==> config.mk <==
export PLATFORM = sky130hd
export DESIGN_NAME = otam_top
export DESIGN_NICKNAME = d
export VERILOG_FILES = /design/src/otam_pkg.sv /design/src/otam_sync.sv /design/src/otam_timer.sv /design/src/otam_top.sv
export SDC_FILE = /design/constraint.sdc
export NUM_CORES = 1
export LEC_CHECK = 0
export ABC_AREA = 1
export ABC_CLOCK_PERIOD_IN_PS = 3810
export BUFFER_PORTS_ARGS = -buffer_cell sky130_fd_sc_hd__buf_2
export CORE_UTILIZATION = 65
export DETAILED_ROUTE_END_ITERATION = 10
export PLACE_DENSITY = 0.86
export RECOVER_POWER = 100
export SLEW_MARGIN = 10
export SYNTH_ARGS = -nofsm -noshare
export SYNTH_HDL_FRONTEND = slang
export SYNTH_HIERARCHICAL = 1
export SYNTH_SLANG_ARGS = --single-unit
==> constraint.sdc <==
create_clock -name CLOCK -period 3.81 [get_ports CLOCK]
set_input_delay 0.9525 -clock CLOCK [delete_from_list [all_inputs] [get_ports CLOCK]]
set_output_delay 0.9525 -clock CLOCK [all_outputs]
set_load 0.01 [all_outputs]
==> src/otam_pkg.sv <==
// shared constants and types of the overheat timer and alert mask block
// assumes a 40 MHz core clock and a register port driven by on-chip serial bus logic
package otam_pkg;

  // register offsets
  localparam logic [7:0] OTAM_ADDR_STATUS_FIRST  = 8'h41;
  localparam logic [7:0] OTAM_ADDR_STATUS_SECOND = 8'h42;
  localparam logic [7:0] OTAM_ADDR_MASK_FIRST    = 8'h74;
  localparam logic [7:0] OTAM_ADDR_MASK_SECOND   = 8'h75;
  localparam logic [7:0] OTAM_ADDR_CONFIG_THREE  = 8'h78;
  localparam logic [7:0] OTAM_ADDR_TIMER_VALUE   = 8'h79;
  localparam logic [7:0] OTAM_ADDR_TIMER_LIMIT   = 8'h7a;
  localparam logic [7:0] OTAM_ADDR_CONFIG_FOUR   = 8'h7d;

  // values after reset
  localparam logic [7:0] OTAM_RST_MASK   = 8'h00;
  localparam logic [7:0] OTAM_RST_CONFIG = 8'h00;
  localparam logic [7:0] OTAM_RST_LIMIT  = 8'h00;
  localparam logic [7:0] OTAM_RST_STATUS = 8'h00;

  // configuration register three fields
  localparam int OTAM_CFG3_ALERT_EN   = 0;
  localparam int OTAM_CFG3_OVH_EN     = 1;
  localparam int OTAM_CFG3_FULL_SPEED = 2;

  // first status register: used source positions, bit 7 summarises the second
  localparam int         OTAM_ST1_ANY_SECOND = 7;
  localparam logic [7:0] OTAM_ST1_USED       = 8'hf6;
  localparam logic [7:0] OTAM_ST2_USED       = 8'hfe;
  localparam int         OTAM_ST2_FAN_FOUR   = 5;

  // timer: one count is 22.76 ms; value saturates at full scale
  localparam int         OTAM_CLK_PERIOD_PS = 25000;
  localparam longint     OTAM_TICK_PS       = 64'd22760000000;
  localparam int         OTAM_TICK_CYCLES   = int'(OTAM_TICK_PS / OTAM_CLK_PERIOD_PS);
  localparam logic [7:0] OTAM_TIMER_FULL    = 8'hff;

  typedef enum logic [1:0] {
    OTAM_PIN9_SPEED    = 2'b00,
    OTAM_PIN9_OVERHEAT = 2'b01,
    OTAM_PIN9_ALERT    = 2'b10,
    OTAM_PIN9_GPIO     = 2'b11
  } otam_pin9_t;

  // register request from the serial bus logic
  typedef struct packed {
    logic       rd;
    logic       wr;
    logic [7:0] addr;
    logic [7:0] wdata;
  } otam_reg_req_t;

  // live out-of-limit conditions from the measurement logic
  typedef struct packed {
    logic remote_two_temp;
    logic local_temp;
    logic remote_one_temp;
    logic main_supply_channel;
    logic processor_supply_channel;
    logic diode_two_fault;
    logic diode_one_fault;
    logic fourth_fan_fail;
    logic third_fan_fail;
    logic second_fan_fail;
    logic first_fan_fail;
    logic critical_overheat;
  } otam_cond_t;

endpackage

==> src/otam_sync.sv <==
// two flip-flop synchroniser for pin levels
// assumes the input is asynchronous to clk; only the second stage is read
`timescale 1ns/1ps
module otam_sync
  import otam_pkg::*;
#(
  parameter int         W         = 1,
  parameter logic [0:0] RST_LEVEL = 1'b1
) (
  input  wire logic         clk,
  input  wire logic         rst_b,
  input  wire logic [W-1:0] d,
  output logic      [W-1:0] q
);

  typedef struct packed {
    logic [W-1:0] meta;
    logic [W-1:0] sync;
  } otam_sync_st_t;

  otam_sync_st_t s_r;
  otam_sync_st_t s_nxt;

  always_comb begin
    s_nxt      = s_r;
    s_nxt.meta = d;
    s_nxt.sync = s_r.meta;
  end

  always_ff @(posedge clk or negedge rst_b) begin
    if (!rst_b) begin
      s_r <= {(2 * W){RST_LEVEL}};
    end else begin
      s_r <= s_nxt;
    end
  end

  assign q = s_r.sync;

endmodule

==> src/otam_timer.sv <==
// cumulative assertion timer with clear-on-read and saturation
// assumes hot is already synchronised and gated by the function enable
`timescale 1ns/1ps
module otam_timer
  import otam_pkg::*;
#(
  parameter int TICK_CYCLES = OTAM_TICK_CYCLES
) (
  input  wire logic       clk,
  input  wire logic       rst_b,
  input  wire logic       hot,
  input  wire logic       clear,
  output logic      [7:0] value
);

  localparam int TW = $clog2(TICK_CYCLES + 1);

  typedef struct packed {
    logic [TW-1:0] sub;
    logic [7:0]    units;
    logic          seen;
  } otam_tmr_st_t;

  otam_tmr_st_t s_r;
  otam_tmr_st_t s_nxt;

  always_comb begin
    s_nxt = s_r;
    if (clear) begin
      // a read mid-assertion restarts at zero but still shows the assertion
      s_nxt.sub   = '0;
      s_nxt.units = 8'h00;
      s_nxt.seen  = hot;
    end else if (hot && s_r.units != OTAM_TIMER_FULL) begin
      s_nxt.seen = 1'b1;
      if (s_r.sub == TW'(TICK_CYCLES - 1)) begin
        s_nxt.sub   = '0;
        s_nxt.units = s_r.units + 8'h01;
      end else begin
        s_nxt.sub = s_r.sub + TW'(1);
      end
    end
    // released or saturated: everything holds
  end

  always_ff @(posedge clk or negedge rst_b) begin
    if (!rst_b) begin
      s_r <= '0;
    end else begin
      s_r <= s_nxt;
    end
  end

  // below two counts only the first-assertion bit shows
  assign value = (s_r.units >= 8'h02) ? s_r.units : {7'h00, s_r.seen};

endmodule

==> src/otam_top.sv <==
// overheat assertion timer, limit compare, alert masks and pin 5 / pin 9 functions
// assumes REG_REQ and COND come from logic on CLOCK; PIN9_IN comes from the pad
// How it works
// - first mask bits 7,6,5,4,2,0 block alert for their first-status sources
// - second mask bits 7..1 block alert for diode, fan and critical sources
// - in overheat mode second mask bit 5 blocks timer alerts instead of fan four
// - masking blocks only the alert; the timer status bit still sets
// - after reset no pin carries the alert output
// - config three bit 0 makes pin 5 the alert output
// - config four bits 1:0 pick pin 9 as speed, overheat, alert or general pin
// - full-speed bit makes all fans run flat out while overheat input is low
// - full speed applies only if fans already run
// - timer runs while asserted, pauses when released, resumes afterwards
// - timer clears when read and sticks at full scale until then
// - first assertion sets bit 0; past 45.52 ms counts 22.76 ms steps
// - read during assertion restarts at one; limit zero then sets the flag
// - limit register holds threshold, compared continuously with the timer
// - timer above limit sets second status bit 5 and, unmasked, the alert
// - limit zero alerts on first assertion, limit one past 45.52 ms
// - status bits are sticky; a read clears them only once the cause is gone
// - alert stays low through the condition and until the status read
`timescale 1ns/1ps
module otam_top
  import otam_pkg::*;
#(
  parameter int TICK_CYCLES = OTAM_TICK_CYCLES
) (
  input  wire logic          CLOCK,
  input  wire logic          RST_B,
  input  wire otam_reg_req_t REG_REQ,
  output logic         [7:0] REG_RDATA,
  output logic               REG_RVALID,
  input  wire otam_cond_t    COND,
  input  wire logic          FANS_RUNNING,
  output logic               FAN_FULL_SPEED,
  input  wire logic          PIN5_IN,
  output logic               PIN5_OUT,
  output logic               PIN5_OE_B,
  input  wire logic          PIN9_IN,
  output logic               PIN9_OUT,
  output logic               PIN9_OE_B
);

  typedef struct packed {
    logic [7:0] mask_first;
    logic [7:0] mask_second;
    logic [7:0] config_three;
    logic [7:0] config_four;
    logic [7:0] timer_limit;
    logic [7:0] status_first;
    logic [7:0] status_second;
    logic [7:0] rdata;
    logic       rvalid;
    logic       full_speed;
    logic       pin5_oe_b;
    logic       pin9_oe_b;
  } otam_top_st_t;

  otam_top_st_t s_r;
  otam_top_st_t s_nxt;

  logic       pin9_sync;
  logic       ovh_active;
  logic       hot;
  logic       timer_clear;
  logic [7:0] timer_value;
  logic       timer_over;
  logic [7:0] cond_first;
  logic [7:0] cond_second;
  logic [7:0] mask_first_eff;
  logic       alert_second;
  logic       alert;

  // register read mux; clear-on-read below decodes the address on its own
  function automatic logic [7:0] reg_read(input logic [7:0] a, input otam_top_st_t s,
                                          input logic [7:0] tv);
    logic [7:0] d;
    d = 8'h00;
    if (a == OTAM_ADDR_STATUS_FIRST) begin
      d = s.status_first;
    end else if (a == OTAM_ADDR_STATUS_SECOND) begin
      d = s.status_second;
    end else if (a == OTAM_ADDR_MASK_FIRST) begin
      d = s.mask_first;
    end else if (a == OTAM_ADDR_MASK_SECOND) begin
      d = s.mask_second;
    end else if (a == OTAM_ADDR_CONFIG_THREE) begin
      d = s.config_three;
    end else if (a == OTAM_ADDR_TIMER_VALUE) begin
      d = tv;
    end else if (a == OTAM_ADDR_TIMER_LIMIT) begin
      d = s.timer_limit;
    end else if (a == OTAM_ADDR_CONFIG_FOUR) begin
      d = s.config_four;
    end
    return d;
  endfunction

  // sticky update: set wins over a read, a read clears only a departed cause
  function automatic logic [7:0] sticky(input logic [7:0] st, input logic [7:0] cond,
                                        input logic rd, input logic [7:0] used);
    logic [7:0] keep;
    keep = rd ? (st & cond) : st;
    return (keep | cond) & used;
  endfunction

  // pad level is asynchronous; released pin reads high
  otam_sync #(
    .W         (1),
    .RST_LEVEL (1'b1)
  ) u_pin9_sync (
    .clk   (CLOCK),
    .rst_b (RST_B),
    .d     (PIN9_IN),
    .q     (pin9_sync)
  );

  // overheat input needs both the pin 9 select and the enable bit
  assign ovh_active = (otam_pin9_t'(s_r.config_four[1:0]) == OTAM_PIN9_OVERHEAT) &&
                      s_r.config_three[OTAM_CFG3_OVH_EN];
  assign hot = ovh_active && !pin9_sync;

  assign timer_clear = REG_REQ.rd && (REG_REQ.addr == OTAM_ADDR_TIMER_VALUE);

  otam_timer #(
    .TICK_CYCLES (TICK_CYCLES)
  ) u_timer (
    .clk   (CLOCK),
    .rst_b (RST_B),
    .hot   (hot),
    .clear (timer_clear),
    .value (timer_value)
  );

  // continuous strict compare; limit zero trips on the first assertion
  assign timer_over = timer_value > s_r.timer_limit;

  always_comb begin
    cond_first = 8'h00;
    cond_first[6] = COND.remote_two_temp;
    cond_first[5] = COND.local_temp;
    cond_first[4] = COND.remote_one_temp;
    cond_first[2] = COND.main_supply_channel;
    cond_first[1] = COND.processor_supply_channel;
  end

  always_comb begin
    cond_second = 8'h00;
    cond_second[7] = COND.diode_two_fault;
    cond_second[6] = COND.diode_one_fault;
    // fan four failure and timer share one status bit
    cond_second[OTAM_ST2_FAN_FOUR] = ovh_active ? timer_over
                                                : COND.fourth_fan_fail;
    cond_second[4] = COND.third_fan_fail;
    cond_second[3] = COND.second_fan_fail;
    cond_second[2] = COND.first_fan_fail;
    cond_second[1] = COND.critical_overheat;
  end

  // processor supply sits at status bit 1 but its mask at bit 0
  always_comb begin
    mask_first_eff = {s_r.mask_first[7:4], 1'b1, s_r.mask_first[2],
                      s_r.mask_first[0], 1'b1};
  end

  // second-status sources reach the alert through their own mask and the summary mask
  assign alert_second = |(s_r.status_second & ~s_r.mask_second & OTAM_ST2_USED) &&
                        !s_r.mask_first[OTAM_ST1_ANY_SECOND];
  // status bits set regardless of masks; only this OR is gated
  assign alert = |(s_r.status_first[6:0] & ~mask_first_eff[6:0]) || alert_second;

  always_comb begin
    s_nxt = s_r;

    s_nxt.status_second = sticky(s_r.status_second, cond_second,
                                 REG_REQ.rd && (REG_REQ.addr == OTAM_ADDR_STATUS_SECOND),
                                 OTAM_ST2_USED);
    s_nxt.status_first = sticky(s_r.status_first, cond_first,
                                REG_REQ.rd && (REG_REQ.addr == OTAM_ADDR_STATUS_FIRST),
                                OTAM_ST1_USED);
    s_nxt.status_first[OTAM_ST1_ANY_SECOND] = |s_nxt.status_second;

    if (REG_REQ.wr) begin
      if (REG_REQ.addr == OTAM_ADDR_MASK_FIRST) begin
        s_nxt.mask_first = REG_REQ.wdata;
      end else if (REG_REQ.addr == OTAM_ADDR_MASK_SECOND) begin
        s_nxt.mask_second = REG_REQ.wdata;
      end else if (REG_REQ.addr == OTAM_ADDR_CONFIG_THREE) begin
        s_nxt.config_three = REG_REQ.wdata;
      end else if (REG_REQ.addr == OTAM_ADDR_TIMER_LIMIT) begin
        s_nxt.timer_limit = REG_REQ.wdata;
      end else if (REG_REQ.addr == OTAM_ADDR_CONFIG_FOUR) begin
        s_nxt.config_four = REG_REQ.wdata;
      end
    end

    s_nxt.rvalid = REG_REQ.rd;
    s_nxt.rdata  = REG_REQ.rd ? reg_read(REG_REQ.addr, s_r, timer_value) : s_r.rdata;

    // a stopped fan stays stopped: override only lifts running fans
    s_nxt.full_speed = s_r.config_three[OTAM_CFG3_FULL_SPEED] && hot &&
                       FANS_RUNNING;

    // open drain: enable low pulls the line low, high releases it
    s_nxt.pin5_oe_b = !(s_r.config_three[OTAM_CFG3_ALERT_EN] && alert);
    s_nxt.pin9_oe_b = !((otam_pin9_t'(s_r.config_four[1:0]) == OTAM_PIN9_ALERT) &&
                        alert);
  end

  always_ff @(posedge CLOCK or negedge RST_B) begin
    if (!RST_B) begin
      s_r.mask_first    <= OTAM_RST_MASK;
      s_r.mask_second   <= OTAM_RST_MASK;
      s_r.config_three  <= OTAM_RST_CONFIG;
      s_r.config_four   <= OTAM_RST_CONFIG;
      s_r.timer_limit   <= OTAM_RST_LIMIT;
      s_r.status_first  <= OTAM_RST_STATUS;
      s_r.status_second <= OTAM_RST_STATUS;
      s_r.rdata         <= 8'h00;
      s_r.rvalid        <= 1'b0;
      s_r.full_speed    <= 1'b0;
      s_r.pin5_oe_b     <= 1'b1;
      s_r.pin9_oe_b     <= 1'b1;
    end else begin
      s_r <= s_nxt;
    end
  end

  // pads only ever pull low; PIN5_IN is unused as pin 5 has no input role here
  logic drive_low_r;
  always_ff @(posedge CLOCK or negedge RST_B) begin
    if (!RST_B) begin
      drive_low_r <= 1'b0;
    end else begin
      drive_low_r <= 1'b0;
    end
  end

  assign REG_RDATA      = s_r.rdata;
  assign REG_RVALID     = s_r.rvalid;
  assign FAN_FULL_SPEED = s_r.full_speed;
  assign PIN5_OUT       = drive_low_r;
  assign PIN5_OE_B      = s_r.pin5_oe_b;
  assign PIN9_OUT       = drive_low_r;
  assign PIN9_OE_B      = s_r.pin9_oe_b;

endmodule

# Yosys cells after proc, flatten, opt, wreduce, memory -nomap -nowiden
# Cells that the tools add are included.
# Widths: inputs -> output; s select.
# word_totals
ff_bits	96
latchBits	0
ram_bits	0
romBits	0
input_bits	35
out_inout_bits	14
wordCells	88
n_memories	0
# op_classes
n_addsub	2
multipliers	0
div	0
magnitude_cmp	2
n_eq_ne	12
n_shift	0
mux	16
bitwise_logic	12
n_reduce_logical	27
# op_table
operator	n
$mux 8	11
$eq 8x7->1 const B	8
$mux 29	2
$reduce_or 7->1	3
$add 20x1->20 const B	1
$eq 20x20->1 const B	1
$mux 20	1
$and 8x8->8	2
$and 7x7->7	2
$logic_and 1x1->1	11
$add 8x1->8 const B	1
$ge 8x2->1 const B	1
$gt 8x8->1	1
$ne 8x8->1 const B	1
$not 8->8	1
$or 8x8->8	1
$mux 7	1
$not 7->7	1
$or 7x7->7	1
$reduce_and 6->1	1
$reduce_and 5->1	1
$logic_not 1->1	4
$not 1->1	4
$reduce_and 2->1	2
7 further kinds	8

# Depth between registers and ports, before layout
# logic_depth
depth_word	9
depth_mapped	17
depth_no_buf	17

# Modules after synthesis
# Netlist, hierarchy kept.
# by_module_without_submodules
mod	instances	cells_per_inst	area_per_inst_um2	seq_area_each_um2
otam_top	1	430	3528.4	1629.1
otam_timer	1	265	1905.6	725.7
otam_sync	1	2	52.6	52.6

# Worst setup path before layout
# OpenSTA, ideal clock, no wires.
# synth_path
path_kind	in2reg
start	in REG_REQ[15] in the netlist's numbering
end	reg u_timer/s_r[26] in the netlist's numbering
setup_time_ns	0.131
t_arrival_ns	2.343
t_required_ns	3.679
setup_slack_ns	1.336
path_stages	13
cell_sequence	inv_1 nand2_2 nor2_8 buf_6 nand2_1 nor2_1 clkbuf_1 inv_2 nand2_2 buf_2 nand3_1 nand2_1 nor2_1
# synth_between
elab_chain_cells	3
elab_cells_between_ends	4
# synth_lines
item	line	source
start: declaration	otam_top.sv:30	input wire otam_reg_req_t REG_REQ,
$eq 8x7->1 (*)	otam_top.sv:123	assign timer_clear = REG_REQ.rd && (REG_REQ.addr == OTAM_ADDR_TIMER_VALUE);
$logic_and 1x1->1 (*)	otam_top.sv:123	
net timer_clear	otam_top.sv:65	logic timer_clear;
$mux 29 or $reduce_bool 2->1 (tied branches)	-	
end signal: assignment	otam_timer.sv:50	s_r <= s_nxt;
end: declaration	otam_timer.sv:24	otam_tmr_st_t s_r;
# Mark *: on every way through the listed nets, which the timed path passes. The rest lies on a longest branch.
# A chain may end at the register's enable or synchronous reset.

# Final worst setup path
# layout_path
start	in REG_REQ[10] in the netlist's numbering
end	reg u_timer/s_r[17] in the netlist's numbering
# The elaborated chain is that of the path after synthesis.

==> qor.csv <==
metric,value,unit
cts.clk_slew.worst_paths,0.09,ns
ant_nets,0,
portBuffers,45,
maxSlewHeadroom,1.951,%
place_congestion,0.8803,
yosysWarnings,6,
max-cap-violations,0,
initial_core_util,67.11,%
vdd_ir_drop_max,0.1849,mV
hp-class,reg2reg,
rsz0062_at_grt,false,
setup_viol,0,
rr_worst_depth,9,
vias,4816,
synth_area_leader_cell,dfrtp_1,
cts_num_sinks,96,
nNetsFinal,772,
synth_top_family_by_area,simple AND/OR/NAND/NOR gates,
period_minus_slack,3.096,ns
crit_path_end,u_timer/s_r[17],
grt_first_pass_wirelength,20.93,mm
endpoint_kind,flip-flop,
finalWirelength,12.59,mm
worst_setup_path_start_kind,primary input,
critPathRequiredTime,4.06,ns
first_iter_violations,371,
power,1.804,mW
status,"finished, final reports clean",
cts_root_buf,clkbuf_8,
cts_tree,yes,
synthArstFlopShare,100.0,%
overflow,0,
ys_types,45,
layout.cells.non_filler,836,
track_usage,30.96,%
syn_avg_cell_area,7.872,um^2
cp_data_arrival_time,3.35,ns
drive_gt1_share,11.22,%
seq_area,2407,um^2
place_hpwl,9.401,mm
synth-seq-cells,96,
die_width,93.88,um
synthMuxAreaShare,0,%
clock.fmax,323.0,MHz
drtPass1Iterations,6,
rows,33,
synthesis.area,5487,um^2
synth-simple-area-share,31.33,%
route.detailed.vias_per_inst,5.761,
synth.top_cell.area_share,41.96,%
synth-compound-area-share,11.81,%
antenna_found_initial,0,
hold_viol,0,
wl_per_cell,15.06,um
ff2ff_setup_slack,1.33,ns
cts.path.max_buffers,2,
power_leakage,2.716,nW
die-height,93.88,um
synth-xor-area-share,1.117,%
core_area,8175,um^2
ctsHoldBuffers,0,
drcViolationCount,0,
post-route-period-util,81.26,%
r2r-start,s_r[37],
ioPinCount,49,
synth_ff_type,dfrtp_1,
ys_top_cells_by_area,"dfrtp_1 (42%), nand2_1 (12%), nand3_1 (5.5%), inv_1 (5.1%), nor2_1 (4.4%)",
r2r_end,u_timer/s_r[17],
synth-edff-count,0,
syn_inst,697,
multi_input_comb_area,2429,um^2
fin_tns_setup,0,ns
fin_skew,0.01558,ns
h-tree-depth,3,
die_area,8813,um^2
cellPowerDensity,317.7,nW/um^2
fillCellCount,704,
grt_pass1_vias,4507,
path_class,in2reg,
path_max_fanout,17,
cts_buffers,9,
cts-resized-gates,0,
num_antenna_cells,0,
clock_latency,0.37,ns
synthAdderAreaFrac,2.509,%
placed_cells,820,
synth-seq-area-share,43.88,%
tightest_slew,1.471,ns
post_cts_buffers,0,
area_growth,3.466,%
finalMaxSlewViolations,0,
crit_path_start,REG_REQ[10],
grt_max_degree,61,
[cells in the final DEF, fill, tap and decap left out, drive strengths merged, types with 4 or more instances in the layout]
cell type / count
dfrtp: 92
nand3: 63
a21oi: 22
nand3b: 4
or2: 5
o21ai: 63
clkinv: 4
inv: 80
nand2: 183
dfstp: 4
nand4: 18
o21bai: 5
xor2: 7
buf: 33
nor2: 77
ha: 11
clkbuf: 28
a22oi: 6
nor3: 6
[cell type report]
| class | instances | share of cell area [%] |
|---|---|---|
| multi-input combinational | 489 | 42.78 |
| sequential | 96 | 42.41 |
| inverter | 79 | 5.224 |
| timing repair buffer | 51 | 4.254 |
| tap | 105 | 2.314 |
| clock buffer | 10 | 2.248 |
| clock inverter | 6 | 0.7714 |
[synthesized netlist by cell type, types with 2 or more instances]
| master | count |
|---|---|
| o211ai_1 | 2 |
| nor4_1 | 3 |
| nand3_2 | 3 |
| and3_1 | 2 |
| o21bai_1 | 5 |
| buf_2 | 8 |
| inv_2 | 5 |
| ha_1 | 11 |
| o21ai_2 | 16 |
| buf_4 | 10 |
| or2_2 | 4 |
| inv_1 | 74 |
| xor2_1 | 7 |
| a31oi_1 | 2 |
| a21o_1 | 2 |
| nand3b_1 | 4 |
| nand2_1 | 169 |
| dfrtp_1 | 92 |
| a22oi_1 | 6 |
| a21oi_1 | 22 |
| o21ai_1 | 21 |
| buf_6 | 5 |
| nor2_2 | 6 |
| nand3_1 | 60 |
| dfstp_2 | 4 |
| nand4_1 | 16 |
| clkbuf_1 | 11 |
| nor2_1 | 65 |
| nand2_2 | 13 |
| nor2_4 | 3 |
| nor3_4 | 2 |
| o21ai_0 | 26 |
| nor2_8 | 3 |
| nor3_1 | 4 |
[power breakdown]
part           internal, mW  switching (mW)  total, mW  leakage (nW)
logic                0.0427          0.0882      0.131          1.40
clock network         0.240           0.360      0.600        0.0866
registers              1.05          0.0248       1.07          1.23
[sequential cells by signal, summed over array words and instances, names as in the netlist]
name	cells
u_pin9_sync/s_nxt	1
REG_RDATA	8
PIN9_OE_B	1
REG_RVALID	1
mask_first_eff	6
s_r	47
FAN_FULL_SPEED	1
PIN5_OE_B	1
u_timer/s_r	29
u_pin9_sync/q	1
[worst min path at each step]
stage | depth (start not counted) | startpoint | to | slack, ns
final | 0 | u_pin9_sync/s_nxt[0] | u_pin9_sync/q | 0.36
after global routing | 0 | u_pin9_sync/s_nxt[0] | u_pin9_sync/q | 0.37
after CTS | 0 | u_pin9_sync/s_nxt[0] | u_pin9_sync/q | 0.36
after detailed placement | 0 | u_pin9_sync/s_nxt[0] | u_pin9_sync/q | 0.35
after global placement | 0 | u_pin9_sync/s_nxt[0] | u_pin9_sync/q | 0.35
after floorplan | 0 | u_pin9_sync/s_nxt[0] | u_pin9_sync/q | 0.35
[layer usage]
layer	GRT usage (%)	part of all wire, %	vias up
met3	3.883	6.5	27
met2	49.45	46	187
met1	42.95	45	2296
li1	-	-	2306
met4	12.31	2.1	0
met5	0	0	-
[through the flow]
stage          setup WS, ns  instance area (um^2)  hold slack (ns)  utilization, %
2_1_floorplan         1.336                  5490           0.3452               -
4_1_cts               1.143                  5853           0.3640           71.59
3_3_place_gp         0.8560                  5682           0.3454           69.50
3_5_place_dp         0.7611                  5682           0.3501           69.50
6_report             0.7141                  5677           0.3626           69.44
5_1_grt              0.5079                  5677           0.3661           69.44
[critical path, stage by stage]
cell     delay [ns]
buf_2          0.13
inv_1          0.07
nand2_1        0.12
nor2_1         0.42
nand2_1        0.19
nor2_1         0.20
inv_2          0.15
nand2_1        0.41
buf_4          0.31
inv_1          0.15
o21ai_0        0.18
nor2_1         0.06
[kinds of logic after synthesis]
logic type | count (synthesis)
adder cells (fa/ha/maj) | 11
flip-flops | 96
other | 1
buffers and inverters | 113
XOR/XNOR | 7
AO/OA/AOI/OAI | 107
AND/OR/NAND/NOR | 362
(Power assumes the default switching activity.)
